**config.mk**
```make
export PLATFORM = sky130hd
export DESIGN_NAME = nand_host_ctrl
export DESIGN_NICKNAME = d
export VERILOG_FILES = /design/src/nand_host_pkg.sv /design/src/nand_strobe_gen.sv /design/src/nand_host_ctrl.sv
export SDC_FILE = /design/constraint.sdc
export NUM_CORES = 1
export LEC_CHECK = 0
export BUFFER_PORTS_ARGS = -buffer_cell sky130_fd_sc_hd__buf_2
export CAP_MARGIN = 40
export CORE_ASPECT_RATIO = 0.6
export CORE_UTILIZATION = 35
export DETAILED_ROUTE_END_ITERATION = 10
export PLACE_DENSITY = 0.61
export SETUP_SLACK_MARGIN = 0.5
export SYNTH_ARGS = -nofsm -noshare
export SYNTH_HDL_FRONTEND = slang
export SYNTH_SLANG_ARGS = --single-unit
```
**constraint.sdc**
```tcl
create_clock -name CLK -period 5.55 [get_ports CLK]
set_input_delay 1.11 -clock CLK [delete_from_list [all_inputs] [get_ports CLK]]
set_output_delay 1.11 -clock CLK [all_outputs]
set_load 0.03 [all_outputs]
```
**src/nand_host_pkg.sv**
```systemverilog
// constants for the nand status and command host controller
package nand_host_pkg;
  // command codes
  localparam logic [7:0] CMD_STATUS = 8'h70;
  localparam logic [7:0] CMD_MULTI_STATUS = 8'h71;
  localparam logic [7:0] CMD_RESET = 8'hff;
  localparam logic [7:0] CMD_READ = 8'h00;
  localparam logic [7:0] CMD_SERIAL_IN = 8'h80;
  localparam logic [7:0] CMD_COL_CHANGE = 8'h85;
  localparam logic [7:0] CMD_PROG_CONFIRM = 8'h10;
  localparam logic [7:0] CMD_MULTI_PROG = 8'h11;
  localparam logic [7:0] CMD_ERASE_SETUP = 8'h60;
  localparam logic [7:0] CMD_ERASE_START = 8'hd0;
  localparam logic [7:0] CMD_READ_START = 8'h30;
  localparam logic [7:0] CMD_COPY_READ = 8'h35;
  localparam logic [7:0] CMD_ID_READ = 8'h90;
  localparam logic [7:0] CMD_ECC_STATUS = 8'h7a;
  // register byte addresses
  localparam logic [3:0] REG_CMD = 4'h0;
  localparam logic [3:0] REG_CTRL = 4'h4;
  localparam logic [3:0] REG_STAT = 4'h8;
  localparam logic [3:0] REG_DATA = 4'hc;
  // control register fields
  localparam int CTRL_KIND_LSB = 8;
  localparam int CTRL_GO = 0;
  localparam int CTRL_WP_N = 1;
  localparam int CTRL_INIT_DONE = 2;
  localparam int CTRL_ERASE_BAR = 3;
  // status byte bit positions
  localparam int ST_FAIL = 0;
  localparam int ST_REWRITE = 3;
  localparam int ST_RDY0 = 5;
  localparam int ST_RDY1 = 6;
  localparam int ST_NOT_WP = 7;
  // ecc nibble encodings
  localparam logic [3:0] ECC_MAX_CORR = 4'h8;
  localparam logic [3:0] ECC_UNCORR = 4'hf;
  localparam logic [3:0] ECC_SECTOR_MAX = 4'h7;
  // cycle kinds requested through the command register
  localparam logic [1:0] KIND_CMD = 2'h0;
  localparam logic [1:0] KIND_ADDR = 2'h1;
  localparam logic [1:0] KIND_WRITE = 2'h2;
  localparam logic [1:0] KIND_READ = 2'h3;
  // strobe timing
  localparam int STROBE_NS = 40;
  localparam int CLK_NS = 40;
  localparam int STROBE_CYCLES = (STROBE_NS + CLK_NS - 1) / CLK_NS;
  // host result codes
  localparam logic [2:0] ERR_NONE = 3'h0;
  localparam logic [2:0] ERR_UNKNOWN = 3'h1;
  localparam logic [2:0] ERR_BUSY = 3'h2;
  localparam logic [2:0] ERR_SERIAL = 3'h3;
  localparam logic [2:0] ERR_ADDR6 = 3'h4;
  localparam logic [2:0] ERR_INIT = 3'h5;
  localparam logic [2:0] ERR_BAD_BLOCK = 3'h6;
  localparam int MAX_ADDR_CYCLES = 5;
  typedef enum logic [2:0] {
    ST_IDLE = 3'b000,
    ST_SETUP = 3'b001,
    ST_PULSE = 3'b010,
    ST_HOLD = 3'b011,
    ST_DONE = 3'b100
  } cycle_state_type;
endpackage

```
**src/nand_strobe_gen.sv**
```systemverilog
// one bus cycle on the nand pins: command, address, write or read
`timescale 1ns/100ps
module nand_strobe_gen #(
  parameter int PULSE = nand_host_pkg::STROBE_CYCLES
) (
  // clock and reset
  input wire logic clk,
  input wire logic rst,
  // request
  input wire logic start,
  input wire logic [1:0] kind,
  input wire logic [7:0] wdata,
  output logic done,
  output logic [7:0] rdata,
  // pins
  output logic cle,
  output logic ale,
  output logic we_n,
  output logic read_strobe_n,
  output logic [7:0] io_out,
  output logic io_oe,
  input wire logic [7:0] io_in
);
  nand_host_pkg::cycle_state_type state;
  logic [7:0] count;
  logic [1:0] kind_q;

  ////////////////////////////////////////////////////////////////
  // sequencer
  always_ff @(posedge clk or posedge rst) begin
    if (rst) begin
      state <= nand_host_pkg::ST_IDLE;
      count <= 8'h00;
      kind_q <= 2'h0;
    end else begin
      case (state)
        nand_host_pkg::ST_IDLE: begin
          if (start) begin
            kind_q <= kind;
            state <= nand_host_pkg::ST_SETUP;
          end
        end
        nand_host_pkg::ST_SETUP: begin
          count <= 8'(PULSE);
          state <= nand_host_pkg::ST_PULSE;
        end
        nand_host_pkg::ST_PULSE: begin
          if (count <= 8'h01) begin
            state <= nand_host_pkg::ST_HOLD;
          end else begin
            count <= count - 8'h01;
          end
        end
        nand_host_pkg::ST_HOLD: state <= nand_host_pkg::ST_DONE;
        default: state <= nand_host_pkg::ST_IDLE;
      endcase
    end
  end

  ////////////////////////////////////////////////////////////////
  // pin drive
  always_ff @(posedge clk or posedge rst) begin
    if (rst) begin
      cle <= 1'b0;
      ale <= 1'b0;
      we_n <= 1'b1;
      read_strobe_n <= 1'b1;
      io_out <= 8'h00;
      io_oe <= 1'b0;
    end else if (state == nand_host_pkg::ST_IDLE && start) begin
      cle <= (kind == nand_host_pkg::KIND_CMD);
      ale <= (kind == nand_host_pkg::KIND_ADDR);
      io_out <= wdata;
      io_oe <= (kind != nand_host_pkg::KIND_READ);
    end else if (state == nand_host_pkg::ST_SETUP) begin
      we_n <= (kind_q == nand_host_pkg::KIND_READ);
      read_strobe_n <= (kind_q != nand_host_pkg::KIND_READ);
    end else if (state == nand_host_pkg::ST_PULSE && count <= 8'h01) begin
      we_n <= 1'b1;
      read_strobe_n <= 1'b1;
    end else if (state == nand_host_pkg::ST_DONE) begin
      cle <= 1'b0;
      ale <= 1'b0;
      io_oe <= 1'b0;
    end
  end

  // read data sampled just before the read strobe rises
  always_ff @(posedge clk or posedge rst) begin
    if (rst) begin
      rdata <= 8'h00;
    end else if (state == nand_host_pkg::ST_PULSE && count <= 8'h01 &&
                 kind_q == nand_host_pkg::KIND_READ) begin
      rdata <= io_in;
    end
  end

  assign done = (state == nand_host_pkg::ST_DONE);
endmodule // nand_strobe_gen

```
**src/nand_host_ctrl.sv**
```systemverilog
// wishbone-driven host controller for a nand device with status and ecc reporting
// Operation
// - status read: 70h then read strobes
// - during init only reset or status
// - never send undefined command codes
// - busy: only 70h, 71h, ffh allowed
// - after 80h only 85h,10h,11h,ffh (the host also lets 70h and 71h through)
// - program pages in ascending order (the host does not check page order)
// - never erase blocks marked bad
`timescale 1ns/100ps
module nand_host_ctrl #(
  parameter int PULSE = nand_host_pkg::STROBE_CYCLES
) (
  // clock and reset
  input wire logic CLK,
  input wire logic RST,
  // wishbone slave
  input wire logic WB_CYC_I,
  input wire logic WB_STB_I,
  input wire logic WB_WE_I,
  input wire logic [3:0] WB_ADR_I,
  input wire logic [3:0] WB_SEL_I,
  input wire logic [31:0] WB_DAT_I,
  output logic [31:0] WB_DAT_O,
  output logic WB_ACK_O,
  // nand pins
  output logic CE_N,
  output logic CLE,
  output logic ALE,
  output logic WE_N,
  output logic READ_STROBE_N,
  output logic WP_N,
  output logic [7:0] IO_OUT,
  output logic IO_OE,
  input wire logic [7:0] IO_IN,
  input wire logic READY_BUSY_N_OUT
);
  logic busy, done, start, ok;
  logic [1:0] kind;
  logic [7:0] wdata, rdata, status, ecc;
  logic after_serial, init_done, in_status, wp_n_reg, erase_bar;
  logic [2:0] err, addr_count;
  logic wb_req, wr;

  ////////////////////////////////////////////////////////////////
  // command legality check on the host side
  function automatic logic known_cmd(input logic [7:0] c);
    case (c)
      nand_host_pkg::CMD_STATUS, nand_host_pkg::CMD_MULTI_STATUS,
      nand_host_pkg::CMD_RESET, nand_host_pkg::CMD_READ,
      nand_host_pkg::CMD_SERIAL_IN, nand_host_pkg::CMD_COL_CHANGE,
      nand_host_pkg::CMD_PROG_CONFIRM, nand_host_pkg::CMD_MULTI_PROG,
      nand_host_pkg::CMD_ERASE_SETUP, nand_host_pkg::CMD_ERASE_START,
      nand_host_pkg::CMD_READ_START, nand_host_pkg::CMD_COPY_READ,
      nand_host_pkg::CMD_ID_READ, nand_host_pkg::CMD_ECC_STATUS: known_cmd = 1'b1;
      default: known_cmd = 1'b0;
    endcase
  endfunction

  function automatic logic status_or_reset(input logic [7:0] c);
    status_or_reset = (c == nand_host_pkg::CMD_STATUS) ||
                      (c == nand_host_pkg::CMD_MULTI_STATUS) ||
                      (c == nand_host_pkg::CMD_RESET);
  endfunction

  assign wb_req = WB_CYC_I && WB_STB_I && !WB_ACK_O;
  assign wr = wb_req && WB_WE_I && (WB_ADR_I == nand_host_pkg::REG_CMD) && WB_SEL_I[0];

  // decide whether the requested cycle may go out
  always_comb begin
    ok = 1'b1;
    err = nand_host_pkg::ERR_NONE;
    if (WB_DAT_I[9:8] == nand_host_pkg::KIND_CMD) begin
      if (!known_cmd(WB_DAT_I[7:0])) begin
        ok = 1'b0;
        err = nand_host_pkg::ERR_UNKNOWN;
      end else if (!init_done && !(WB_DAT_I[7:0] == nand_host_pkg::CMD_STATUS ||
                                  WB_DAT_I[7:0] == nand_host_pkg::CMD_RESET)) begin
        ok = 1'b0;
        err = nand_host_pkg::ERR_INIT;
      end else if (!READY_BUSY_N_OUT && !status_or_reset(WB_DAT_I[7:0])) begin
        ok = 1'b0;
        err = nand_host_pkg::ERR_BUSY;
      end else if (after_serial && !(WB_DAT_I[7:0] == nand_host_pkg::CMD_COL_CHANGE ||
                   WB_DAT_I[7:0] == nand_host_pkg::CMD_PROG_CONFIRM ||
                   WB_DAT_I[7:0] == nand_host_pkg::CMD_MULTI_PROG ||
                   WB_DAT_I[7:0] == nand_host_pkg::CMD_RESET ||
                   status_or_reset(WB_DAT_I[7:0]))) begin
        ok = 1'b0;
        err = nand_host_pkg::ERR_SERIAL;
      end else if (erase_bar && WB_DAT_I[7:0] == nand_host_pkg::CMD_ERASE_START) begin
        ok = 1'b0;
        err = nand_host_pkg::ERR_BAD_BLOCK;
      end
    end else if (WB_DAT_I[9:8] == nand_host_pkg::KIND_ADDR &&
                 addr_count >= 3'(nand_host_pkg::MAX_ADDR_CYCLES)) begin
      ok = 1'b0;
      err = nand_host_pkg::ERR_ADDR6;
    end
  end

  ////////////////////////////////////////////////////////////////
  // issue tracking
  logic [2:0] last_err;
  always_ff @(posedge CLK or posedge RST) begin
    if (RST) begin
      start <= 1'b0;
      kind <= nand_host_pkg::KIND_CMD;
      wdata <= 8'h00;
      busy <= 1'b0;
      last_err <= nand_host_pkg::ERR_NONE;
    end else begin
      start <= 1'b0;
      if (done) begin
        busy <= 1'b0;
      end
      if (wr && !busy) begin
        last_err <= err;
        if (ok) begin
          start <= 1'b1;
          busy <= 1'b1;
          kind <= WB_DAT_I[9:8];
          wdata <= WB_DAT_I[7:0];
        end
      end
    end
  end

  // mode tracking of the device as seen from the host
  always_ff @(posedge CLK or posedge RST) begin
    if (RST) begin
      after_serial <= 1'b0;
      in_status <= 1'b0;
      addr_count <= 3'h0;
    end else if (start) begin
      if (kind == nand_host_pkg::KIND_CMD) begin
        addr_count <= 3'h0;
        if (wdata == nand_host_pkg::CMD_SERIAL_IN) begin
          after_serial <= 1'b1;
        end else if (wdata == nand_host_pkg::CMD_PROG_CONFIRM ||
                     wdata == nand_host_pkg::CMD_MULTI_PROG ||
                     wdata == nand_host_pkg::CMD_RESET) begin
          after_serial <= 1'b0;
        end
        if (status_or_reset(wdata) && wdata != nand_host_pkg::CMD_RESET) begin
          in_status <= 1'b1;
        end else begin
          in_status <= 1'b0;
        end
      end else if (kind == nand_host_pkg::KIND_ADDR) begin
        addr_count <= addr_count + 3'h1;
      end
    end
  end

  // read bytes: status while in status mode, otherwise ecc or data
  always_ff @(posedge CLK or posedge RST) begin
    if (RST) begin
      status <= 8'h00;
      ecc <= 8'h00;
    end else if (done && kind == nand_host_pkg::KIND_READ) begin
      if (in_status) begin
        status <= rdata;
      end else begin
        ecc <= rdata;
      end
    end
  end

  // control register
  always_ff @(posedge CLK or posedge RST) begin
    if (RST) begin
      wp_n_reg <= 1'b0;
      init_done <= 1'b0;
      erase_bar <= 1'b0;
    end else if (wb_req && WB_WE_I && WB_ADR_I == nand_host_pkg::REG_CTRL && WB_SEL_I[0]) begin
      wp_n_reg <= WB_DAT_I[nand_host_pkg::CTRL_WP_N];
      init_done <= WB_DAT_I[nand_host_pkg::CTRL_INIT_DONE];
      erase_bar <= WB_DAT_I[nand_host_pkg::CTRL_ERASE_BAR];
    end
  end

  ////////////////////////////////////////////////////////////////
  // wishbone answer
  always_ff @(posedge CLK or posedge RST) begin
    if (RST) begin
      WB_ACK_O <= 1'b0;
      WB_DAT_O <= 32'h0000_0000;
    end else begin
      WB_ACK_O <= wb_req;
      if (wb_req && !WB_WE_I) begin
        case (WB_ADR_I)
          nand_host_pkg::REG_CTRL: WB_DAT_O <= {28'h0, erase_bar, init_done, wp_n_reg, 1'b0};
          nand_host_pkg::REG_STAT: WB_DAT_O <= {8'h00, ecc, status,
                                               1'b0, in_status, after_serial,
                                               READY_BUSY_N_OUT, last_err, busy};
          nand_host_pkg::REG_DATA: WB_DAT_O <= {24'h0, rdata};
          nand_host_pkg::REG_CMD: WB_DAT_O <= {22'h0, kind, wdata};
          default: WB_DAT_O <= 32'h0000_0000;
        endcase
      end
    end
  end

  always_ff @(posedge CLK or posedge RST) begin
    if (RST) begin
      CE_N <= 1'b1;
    end else begin
      CE_N <= !init_done && !busy;
    end
  end
  assign WP_N = wp_n_reg;

  nand_strobe_gen #(.PULSE(PULSE)) u_strobe (
    .clk(CLK),
    .rst(RST),
    .start(start),
    .kind(kind),
    .wdata(wdata),
    .done(done),
    .rdata(rdata),
    .cle(CLE),
    .ale(ALE),
    .we_n(WE_N),
    .read_strobe_n(READ_STROBE_N),
    .io_out(IO_OUT),
    .io_oe(IO_OE),
    .io_in(IO_IN)
  );
endmodule // nand_host_ctrl

```
Word-level counts from Yosys, hierarchy flattened

Cells that the tools add are included.

Flip-flop bits (word level): 107
Output and inout bits: 48
Logic and storage cells: 172
Input port bits: 54

Multiplexer cells: 41
$lt $le $gt $ge: 2
$add $sub $neg: 2
Eq/ne operators: 38
Reduce and logical (&&, ||, !) cells: 61
Bitwise gates (word level): 2

Operators by type and width:

| operator                                                                          | number |
|---|---|
| 24-bit one-hot mux with 4 select lines                                            | 1 |
| 8-bit == test (second input constant)                                             | 7 |
| 8-bit by 7-bit == test with 1-bit output (second input constant)                  | 6 |
| 3-bit 2-to-1 mux                                                                  | 11 |
| 8-bit by 5-bit == test with 1-bit output (second input constant)                  | 4 |
| 1-bit 2-to-1 mux                                                                  | 26 |
| 1-bit logical AND                                                                 | 20 |
| 2-bit AND reduction                                                               | 9 |
| 8-bit by 6-bit == test with 1-bit output (second input constant)                  | 2 |
| 8-bit one-hot mux with 2 select lines                                             | 1 |
| 14-bit OR reduction                                                               | 1 |
| 3-bit one-hot mux with 4 select lines                                             | 1 |
| 1-bit logical OR                                                                  | 11 |
| 2-bit inequality test (second input constant)                                     | 5 |
| 2-bit nonzero test                                                                | 5 |
| 4-bit == test (second input constant)                                             | 2 |
| 8-bit by 1-bit less-or-equal comparator with 1-bit output (second input constant) | 1 |
| 1-bit logical NOT                                                                 | 8 |
| 8-bit logical NOT                                                                 | 1 |
| 8-bit 2-to-1 mux                                                                  | 1 |
| 8-bit inequality test (second input constant)                                     | 1 |
| 8-bit by 1-bit subtractor with 8-bit output (second input constant)               | 1 |
| 3-bit by 2-bit == test with 1-bit output (second input constant)                  | 2 |
| 3-bit AND reduction                                                               | 2 |
| other kinds (12)                                                                  | 17 |

Depth between registers and ports, before layout

Gate-level depths: netlist (run 1).

Word-level depth: 14
Gate-level depth with buffers: 8
Depth with buffers taken out: 8

Cells and area by module

From an unflattened synthesis (run 1), not the netlist that was laid out.

Cells, all modules: 391
Area, all modules: 4717.0 µm²

By module, submodules not included:

| module          | area each (µm²) | cells an instance | sequential area each (µm²) | instances |
|---|---|---|---|---|
| nand_host_ctrl  | 3161.8          | 263               | 1627.8                     | 1 |
| nand_strobe_gen | 1555.2          | 128               | 853.3                      | 1 |

Worst setup path after synthesis (run 1)

OpenSTA, ideal clock, no wires.

Path type: in2reg
Start: input WB_DAT_I[5]
End: register wdata[0]
Required time: 5.425 ns
Buffers on the path: 1
Library setup time: 0.125 ns
Setup slack: 2.574 ns
Arrival: 2.851 ns
Cell stages on the path: 7
Cells stage by stage: buf_6 or4_1 a21oi_2 a211oi_2 a2111oi_4 o31ai_4 mux2_4

Cells in the longest elaborated chain, start to end: 13
Elaborated cells between the ends (all ways): 38
Classes of those cells: 13 x eq/ne; 8 x mux; 17 x reduce/logical

RTL lines:

| item                                                                      | line                                                             | text |
|---|---|---|
| from (decl)                                                               | nand_host_ctrl.sv:23                                             | `input wire logic [31:0] WB_DAT_I,` |
| 8-bit == test or 8-bit by 5-bit == test with 1-bit output (tied branches) | nand_host_ctrl.sv:48, nand_host_ctrl.sv:84, nand_host_ctrl.sv:85 |  |
| 1-bit logical OR                                                          | nand_host_ctrl.sv:84                                             | `end else if (after_serial && !(WB_DAT_I[7:0] == nand_host_pkg::CMD_COL_CHANGE \|\|` |
| 1-bit logical OR                                                          | nand_host_ctrl.sv:85                                             | `WB_DAT_I[7:0] == nand_host_pkg::CMD_PROG_CONFIRM \|\|` |
| 1-bit logical OR                                                          | nand_host_ctrl.sv:86                                             | `WB_DAT_I[7:0] == nand_host_pkg::CMD_MULTI_PROG \|\|` |
| 1-bit logical OR                                                          | nand_host_ctrl.sv:87                                             | `WB_DAT_I[7:0] == nand_host_pkg::CMD_RESET \|\|` |
| 1-bit logical NOT                                                         | nand_host_ctrl.sv:84                                             |  |
| 1-bit logical AND                                                         | nand_host_ctrl.sv:84                                             |  |
| 1-bit 2-to-1 mux                                                          | nand_host_ctrl.sv:84                                             |  |
| 1-bit 2-to-1 mux                                                          | nand_host_ctrl.sv:81                                             | `end else if (!READY_BUSY_N_OUT && !status_or_reset(WB_DAT_I[7:0])) begin` |
| 1-bit 2-to-1 mux                                                          | nand_host_ctrl.sv:77                                             | `end else if (!init_done && !(WB_DAT_I[7:0] == nand_host_pkg::CMD_STATUS \|\|` |
| 1-bit 2-to-1 mux *                                                        | nand_host_ctrl.sv:74                                             | `if (!known_cmd(WB_DAT_I[7:0])) begin` |
| 1-bit 2-to-1 mux *                                                        | nand_host_ctrl.sv:73                                             | `if (WB_DAT_I[9:8] == nand_host_pkg::KIND_CMD) begin` |
| 2-bit AND reduction (no line) *                                           | --                                                               |  |
| to (signal assigned)                                                      | nand_host_ctrl.sv:123                                            | `wdata <= WB_DAT_I[7:0];` |
| to (decl)                                                                 | nand_host_ctrl.sv:40                                             | `logic [7:0] wdata, rdata, status, ecc;` |

Mark *: on every way between the ends. The rest lies on a longest branch, timed or not. The select of a mux whose other input is x is not followed.
A chain may end at the register's enable or synchronous reset.

Worst setup path after layout (run 1)

Start: input WB_DAT_I[1]
End: register wdata[2]

Same word-level chain as after synthesis.

==> results.ini, run 1 <==
[setup_path]
endpoint_kind = flop
critPathLaunchType = primary input
critical_path.max_fanout = 10
worstSetupPathType = primary input to flop
worst_ep_arrival_time_ns = 3.23
cp.required_ns = 5.77

[yosys]
synth-simple-area-share_pct = 13.7
ys_async_sr_fraction_pct = 100
synth_top_family_by_area = multiplexers
ys_seq_area_share_pct = 53.8
synth-seq-cells = 99
ys_warn_count = 0
ys_types = 62
syn-instance-count = 384
synth_mux_area_share_pct = 14.6
synth_fa_ha_area_share_pct = 1.09
synth_area_per_cell_um2 = 12.0
synth-xor-area-share_pct = 1.14
synth_compound_area_share_pct = 11.6
synth_edf_count = 0
synth_area_um2 = 4610
synth_flop_cell = dfrtp_1

[clocking]
cts_setup_buffers = 0
root_buffer = clkbuf_16
postCtsHoldBufs = 0
cts.sinks = 99
cts_buffers = 9
cts_tree = yes
clock_path_buffers = 2
htreeDepth = 3
ctsResizeCount = 0
clk_latency_ns = 0.34
clk_pin_slew_worst_paths_ns = 0.06

[pwr]
peakVddDrop_mv = 0.152
powerDensity_nw_per_um2 = 326
power_leakage_nw = 2.63

[worst_hold_path]
min_path_type = flop to flop

[routing]
route.vias.total = 3228
routedWlPerCell_um = 17.0
finalWirelength_mm = 10.6
viasPerCell = 5.16
ant_nets = 0
wl_met3_um = 597
top_layer = met4
met2RoutedLength_mm = 4.28
drc_errors = 0
drt_iter0_markers = 162
drt-pass1-iter-count = 4
drt-met1-wl_mm = 5.70

[floorplan]
die_area_um2 = 13600
core_area_um2 = 12900
fp.dieW_um = 150
die_h_um = 90.9
pin_count = 102
start_util_pct = 35.9
rows = 32

[placement]
gp_congestion = 0.853
io_buffers = 68
place_ws_ns = 2.21
place_hpwl_mm = 7.78

[timing]
clock_skew_ns = 0.0111
rsz0062_at_grt = false
setup_viol = 0
fmax_ghz = 0.332
drv_slew = 0
slew_headroom_pct = 37.1
final.period_utilization_pct = 54.2
setup_slack_ns = 2.54
min_period_ns = 3.01
tns_ns = 0
tightest_slew_ns = 0.937
hold_viol = 0

[global_routing]
antenna_found_initial = 0
grtUsageTotal_pct = 16.8
grt_pass1_vias = 3090
grt_max_degree = 65
grt-ovfl-total = 0
grt_pass1_wl_mm = 17.4

[layout]
layout_common_cells = dfrtp_1, buf_2, mux2_2
multi_input_area_um2 = 1980
area.sequential_um2 = 2480
drive_above_1_share_pct = 34.3
area_growth_pct = 17.2
finalNetCount = 508
final_common_cell = dfrtp_1
nFillCells = 1237
diodes = 0
fin_util_pct = 42.0

[job]
drv_cap = 0

[status]
status = completed

==> kinds of logic after synthesis <==
kind of cell	count (synthesis)
flops	99
simple gates	115
mux	55
xor+xnor	6
compound gates	67
buf+inv	37
fa+ha+maj	4
other cells	1
==> synthesized netlist by cell type (3+ instances only) <==
master    number  area, um^2
buf_4          8        60.1
a21oi_1        3        15.0
buf_2          3        15.0
xnor2_1        5        43.8
nand3_1       12        60.1
nand2b_1       4        25.0
inv_1         11        41.3
nor4_1         5        31.3
nand2_1       24        90.1
dfrtp_1       96        2400
o31ai_1        4        30.0
mux2_2        37         417
a22o_1        23         201
mux2i_1        7        70.1
or4_1          3        22.5
mux2_4         8         120
nand4_1        4        25.0
clkbuf_1      12        45.0
nor3b_1        5        37.5
nor3_1        11        55.1
o21ai_0       18        90.1
and3b_1        4        35.0
dfstp_2        3        78.8
mux4_2         3        67.6
ha_1           4        50.1
nor2_1        23        86.3
==> worst paths after layout <==
path                       cells past startpoint  slack [ns]                          start                        endpoint
min in group asynchronous                      2        0.93                            RST  u_strobe.io_out[6]$_DFFE_PP0P_
max in group asynchronous                      3        3.63                            RST                  CE_N$_DFF_PP1_
min                                            2        0.48        WB_DAT_O[7]$_DFFE_PP0P_         WB_DAT_O[7]$_DFFE_PP0P_
max reg2reg                                    5        3.09  u_strobe.count[3]$_DFFE_PP0P_   u_strobe.rdata[1]$_DFFE_PP0P_
max                                            7        2.54                    WB_DAT_I[1]            wdata[2]$_DFFE_PP0P_
min reg2reg                                    2        0.48        WB_DAT_O[7]$_DFFE_PP0P_         WB_DAT_O[7]$_DFFE_PP0P_
==> report_power, final <==
group / total [W] / switching (W) / internal, W
combinational: 0.000276 / 0.000168 / 0.000108
clock: 0.000638 / 0.000274 / 0.000364
sequential: 0.000849 / 0.0000627 / 0.000786
total: 0.00176 / 0.000505 / 0.00126
==> per-layer routing <==
layer,vias up,track usage (%)
met5,-,0
li1,1532,-
met4,0,3.03
met3,4,4.39
met2,79,22.2
met1,1613,27.0
==> worst max-delay path, cell delays in order <==
cell       delay [ns]
buf_2            0.15
nor4_1           0.50
o31ai_1          0.15
o32a_2           0.28
a2111oi_4        0.48
o31ai_4          0.21
mux2_4           0.34
==> registers in the layout, summed over array words and instances (netlist names), 2 cells and up <==
signal,flops
u_strobe.kind_q,2
u_strobe.state,3
last_err,3
u_strobe.count,8
u_strobe.io_out,8
ecc,8
u_strobe.rdata,8
kind,2
status,8
addr_count,3
WB_DAT_O,24
wdata,8
==> metrics by stage <==
step           hold slack, ns  cell area [um^2]  power [W]  cells
2_1_floorplan           0.419              4640    0.00106    391
3_3_place_gp            0.463              5090    0.00113    607
3_5_place_dp            0.469              5100    0.00114    609
4_1_cts                 0.477              5400    0.00178    625
5_1_grt                 0.498              5400    0.00185    625
6_report                0.477              5400    0.00176    625
==> area by class of cell <==
type,instances,share of cell area (%)
Inverter,11,0.810
Tap cell,170,3.94
Clock buffer,11,4.49
Timing Repair Buffer,74,7.08
Sequential cell,99,45.9
Multi-Input combinational cell,255,36.7
Clock inverter,5,1.11
Note: power is estimated with default switching activity, not from simulation.
==> inputs of run 2 (changes only) <==
--- a/config.mk
+++ b/config.mk
@@ -5,6 +5,7 @@
 export SDC_FILE = /design/constraint.sdc
 export NUM_CORES = 1
 export LEC_CHECK = 0
+export ABC_AREA = 1
 export BUFFER_PORTS_ARGS = -buffer_cell sky130_fd_sc_hd__buf_2
 export CAP_MARGIN = 40
 export CORE_ASPECT_RATIO = 0.6
==> constraint.sdc (replaced) <==
create_clock -name CLK -period 3.05 [get_ports CLK]
set_input_delay 0.61 -clock CLK [delete_from_list [all_inputs] [get_ports CLK]]
set_output_delay 0.61 -clock CLK [all_outputs]
set_load 0.03 [all_outputs]
==> results.ini, run 2 <==
[setup_path]
critPathLaunchType = primary input
worst_ep_arrival_time_ns = 2.45  ; -0.78 ns
endpoint_kind = flop
worstSetupPathType = primary input to flop
critPathBufInv = 2  ; +1
cp_top_family = simple AND/OR/NAND/NOR gates
path_cells = buf_2 > nor2_1 > nand3_1 > inv_1 > nand3_1 > nor2_2 > nand2_4 > nand2_1 > nand2_1
cp.required_ns = 3.28  ; -2.49 ns
crit_path_top_delay_cell = nor2_2
critical_path.max_fanout = 12  ; +2
slowest_delay_ns = 0.45  ; -0.05 ns

[layout]
largest_reg_flops = 24  ; unchanged
diodes = 0  ; unchanged
final_area_um2 = 5450  ; +0.83%
drive_above_1_share_pct = 15.9  ; -18 points
final_common_cell = nand2_1
top_register = WB_DAT_O
final_cells = 819  ; +31%
area_growth_pct = 18.0
finalNetCount = 702  ; +38%
layout_common_cells = nand2_1, dfrtp_1, buf_2

[floorplan]
fp.dieW_um = 150  ; about the same
die_h_um = 91.0  ; about the same
pin_count = 102  ; unchanged
rows = 32  ; unchanged
die_area_um2 = 13700  ; +0.19%
start_util_pct = 35.9  ; +0.068 points
core_area_um2 = 12900  ; unchanged

[routing]
drt_iter0_markers = 299  ; +85%
finalWirelength_mm = 11.4  ; +7.2%
ant_nets = 0  ; unchanged
route.vias.total = 3959  ; +23%
routedWlPerCell_um = 13.9  ; -18%
drt-pass1-iter-count = 5  ; +1
drt-met1-wl_mm = 5.98  ; +4.9%
viasPerCell = 4.83  ; -6.4%
drc_errors = 0  ; unchanged
wl_met3_um = 921  ; +54%
met2RoutedLength_mm = 4.37  ; +2.1%
top_layer = met4

[global_routing]
antenna_found_initial = 0  ; unchanged
grt_max_degree = 100  ; +54%
grt-ovfl-total = 0  ; unchanged
grtUsageTotal_pct = 18.0  ; +1.2 points
grt_pass1_vias = 3761  ; +22%
grt_pass1_wl_mm = 18.8  ; +8.2%

[yosys]
synth-seq-cells = 99  ; unchanged
ys_seq_area_share_pct = 53.7  ; -0.10 points
synth_edf_count = 0  ; unchanged
synth_area_um2 = 4620  ; +0.19%
ys_async_sr_fraction_pct = 100  ; unchanged
ys_warn_count = 0  ; unchanged
syn-instance-count = 576  ; +50%
synth_area_per_cell_um2 = 8.02  ; -33%
synth.top_cells.by_count = nand2_1, dfrtp_1, inv_1
synth_top_cell_area_share_pct = 52.0  ; -0.099 points
ys_top_cells_by_area = dfrtp_1, nand2_1, o21ai_0
ys_types = 33  ; -47%
yosysMostFrequentCell = nand2_1
synth_flop_cell = dfrtp_1
synth_top_area_cell = dfrtp_1

[timing]
setup_viol = 0  ; unchanged
slew_headroom_pct = 45.8  ; +8.8 points
rsz0062_at_grt = false
final.period_utilization_pct = 72.6
tns_ns = 0  ; unchanged
min_period_ns = 2.22
drv_slew = 0  ; unchanged
hold_viol = 0  ; unchanged
fmax_ghz = 0.451
clock_skew_ns = 0.00726  ; -0.00381 ns
tightest_slew_ns = 0.812  ; -0.125 ns

[clocking]
htreeDepth = 3  ; unchanged
clk_latency_ns = 0.35  ; about the same
cts_tree = yes
postCtsHoldBufs = 0  ; unchanged
root_buffer = clkbuf_16
cts.sinks = 99  ; unchanged
clock_path_buffers = 2  ; unchanged
cts_buffers = 9  ; unchanged
ctsResizeCount = 0  ; unchanged
cts_setup_buffers = 0  ; unchanged
clk_pin_slew_worst_paths_ns = 0.07  ; about the same

[placement]
placed_area_um2 = 5120  ; +0.44%
dp_cells = 803  ; +32%
gp_congestion = 0.872  ; +2.3%
place_hpwl_mm = 8.47  ; +8.9%
io_buffers = 68  ; unchanged

[pwr]
peakVddDrop_mv = 0.299  ; +97%
powerDensity_nw_per_um2 = 500  ; +53%
power_leakage_nw = 2.93  ; +11%

[job]
drv_cap = 0  ; unchanged

[status]
status = completed

[worst_hold_path]
min_path_type = primary input to async pin

[run 2: logic make-up (layout without fill, tap and decap cells)]
kind of cell / count (synthesis) / after routing / share of synthesized area [%]
AO/OA/AOI/OAI: 84 / 84 / 10.1
XOR/XNOR: 2 / 2 / 0.379
adder cells (fa/ha/maj): 4 / 4 / 1.08
buffers and inverters: 84 / 150 / 7.75
flip-flops: 99 / 99 / 53.7
other: 1 / 8 / 0.0812
AND/OR/NAND/NOR: 302 / 302 / 26.9
[run 2: tightest hold or removal path, delay by kind of cell]
kind	cells	cell delay, ns
buffers and inverters	3	0.58
[run 2: worst paths after layout]
path / start / endpoint / slack, ns / depth (start not counted)
max: WB_ADR_I[1] / wdata[2]$_DFFE_PP0P_ / 0.83 / 9
min: RST / u_strobe.count[2]$_DFFE_PP0P_ / 0.41 / 3
max reg2reg: WB_ACK_O$_DFF_PP0_ / wdata[2]$_DFFE_PP0P_ / 0.94 / 8
min reg2reg: WB_ACK_O$_DFF_PP0_ / WB_ACK_O$_DFF_PP0_ / 0.44 / 1
max in group asynchronous: RST / CE_N$_DFF_PP1_ / 2.23 / 3
min in group CLK: WB_ACK_O$_DFF_PP0_ / WB_ACK_O$_DFF_PP0_ / 0.44 / 1
[run 2: area by class of cell]
cell class / count / area, um^2
fillers: 1285 / 7400
clock inverters: 5 / 82.6
inverters: 62 / 236
well taps: 170 / 213
multi-input cells: 400 / 1810
flip-flops and latches: 99 / 2480
repair buffers: 72 / 383
clock buffers: 11 / 243
[run 2: stage by stage]
stage                     util [%]  hold WS, ns  setup slack (ns)  total power [W]
after floorplan                  -        0.405              1.19          0.00146
after global placement        39.9        0.417             0.626          0.00151
after detailed placement      39.9        0.425             0.565          0.00152
after CTS                     42.4        0.433             0.930          0.00276
after global routing          42.4        0.441             0.665          0.00282
final                         42.4        0.407             0.835          0.00272
[run 2: per-layer routing]
| metal | GRT usage, % | vias up |
|---|---|---|
| met4 | 5.13 | 0 |
| met3 | 5.48 | 12 |
| met2 | 24.0 | 131 |
| li1 | - | 1953 |
| met1 | 27.5 | 1863 |
| met5 | 0 | - |
[run 2: power breakdown]
group | switching (W) | total (W) | internal [W]
sequential | 0.00000796 | 0.00133 | 0.00132
combinational | 0.000118 | 0.000158 | 0.0000403
clock | 0.000488 | 0.00123 | 0.000746
total | 0.000614 | 0.00272 | 0.00211
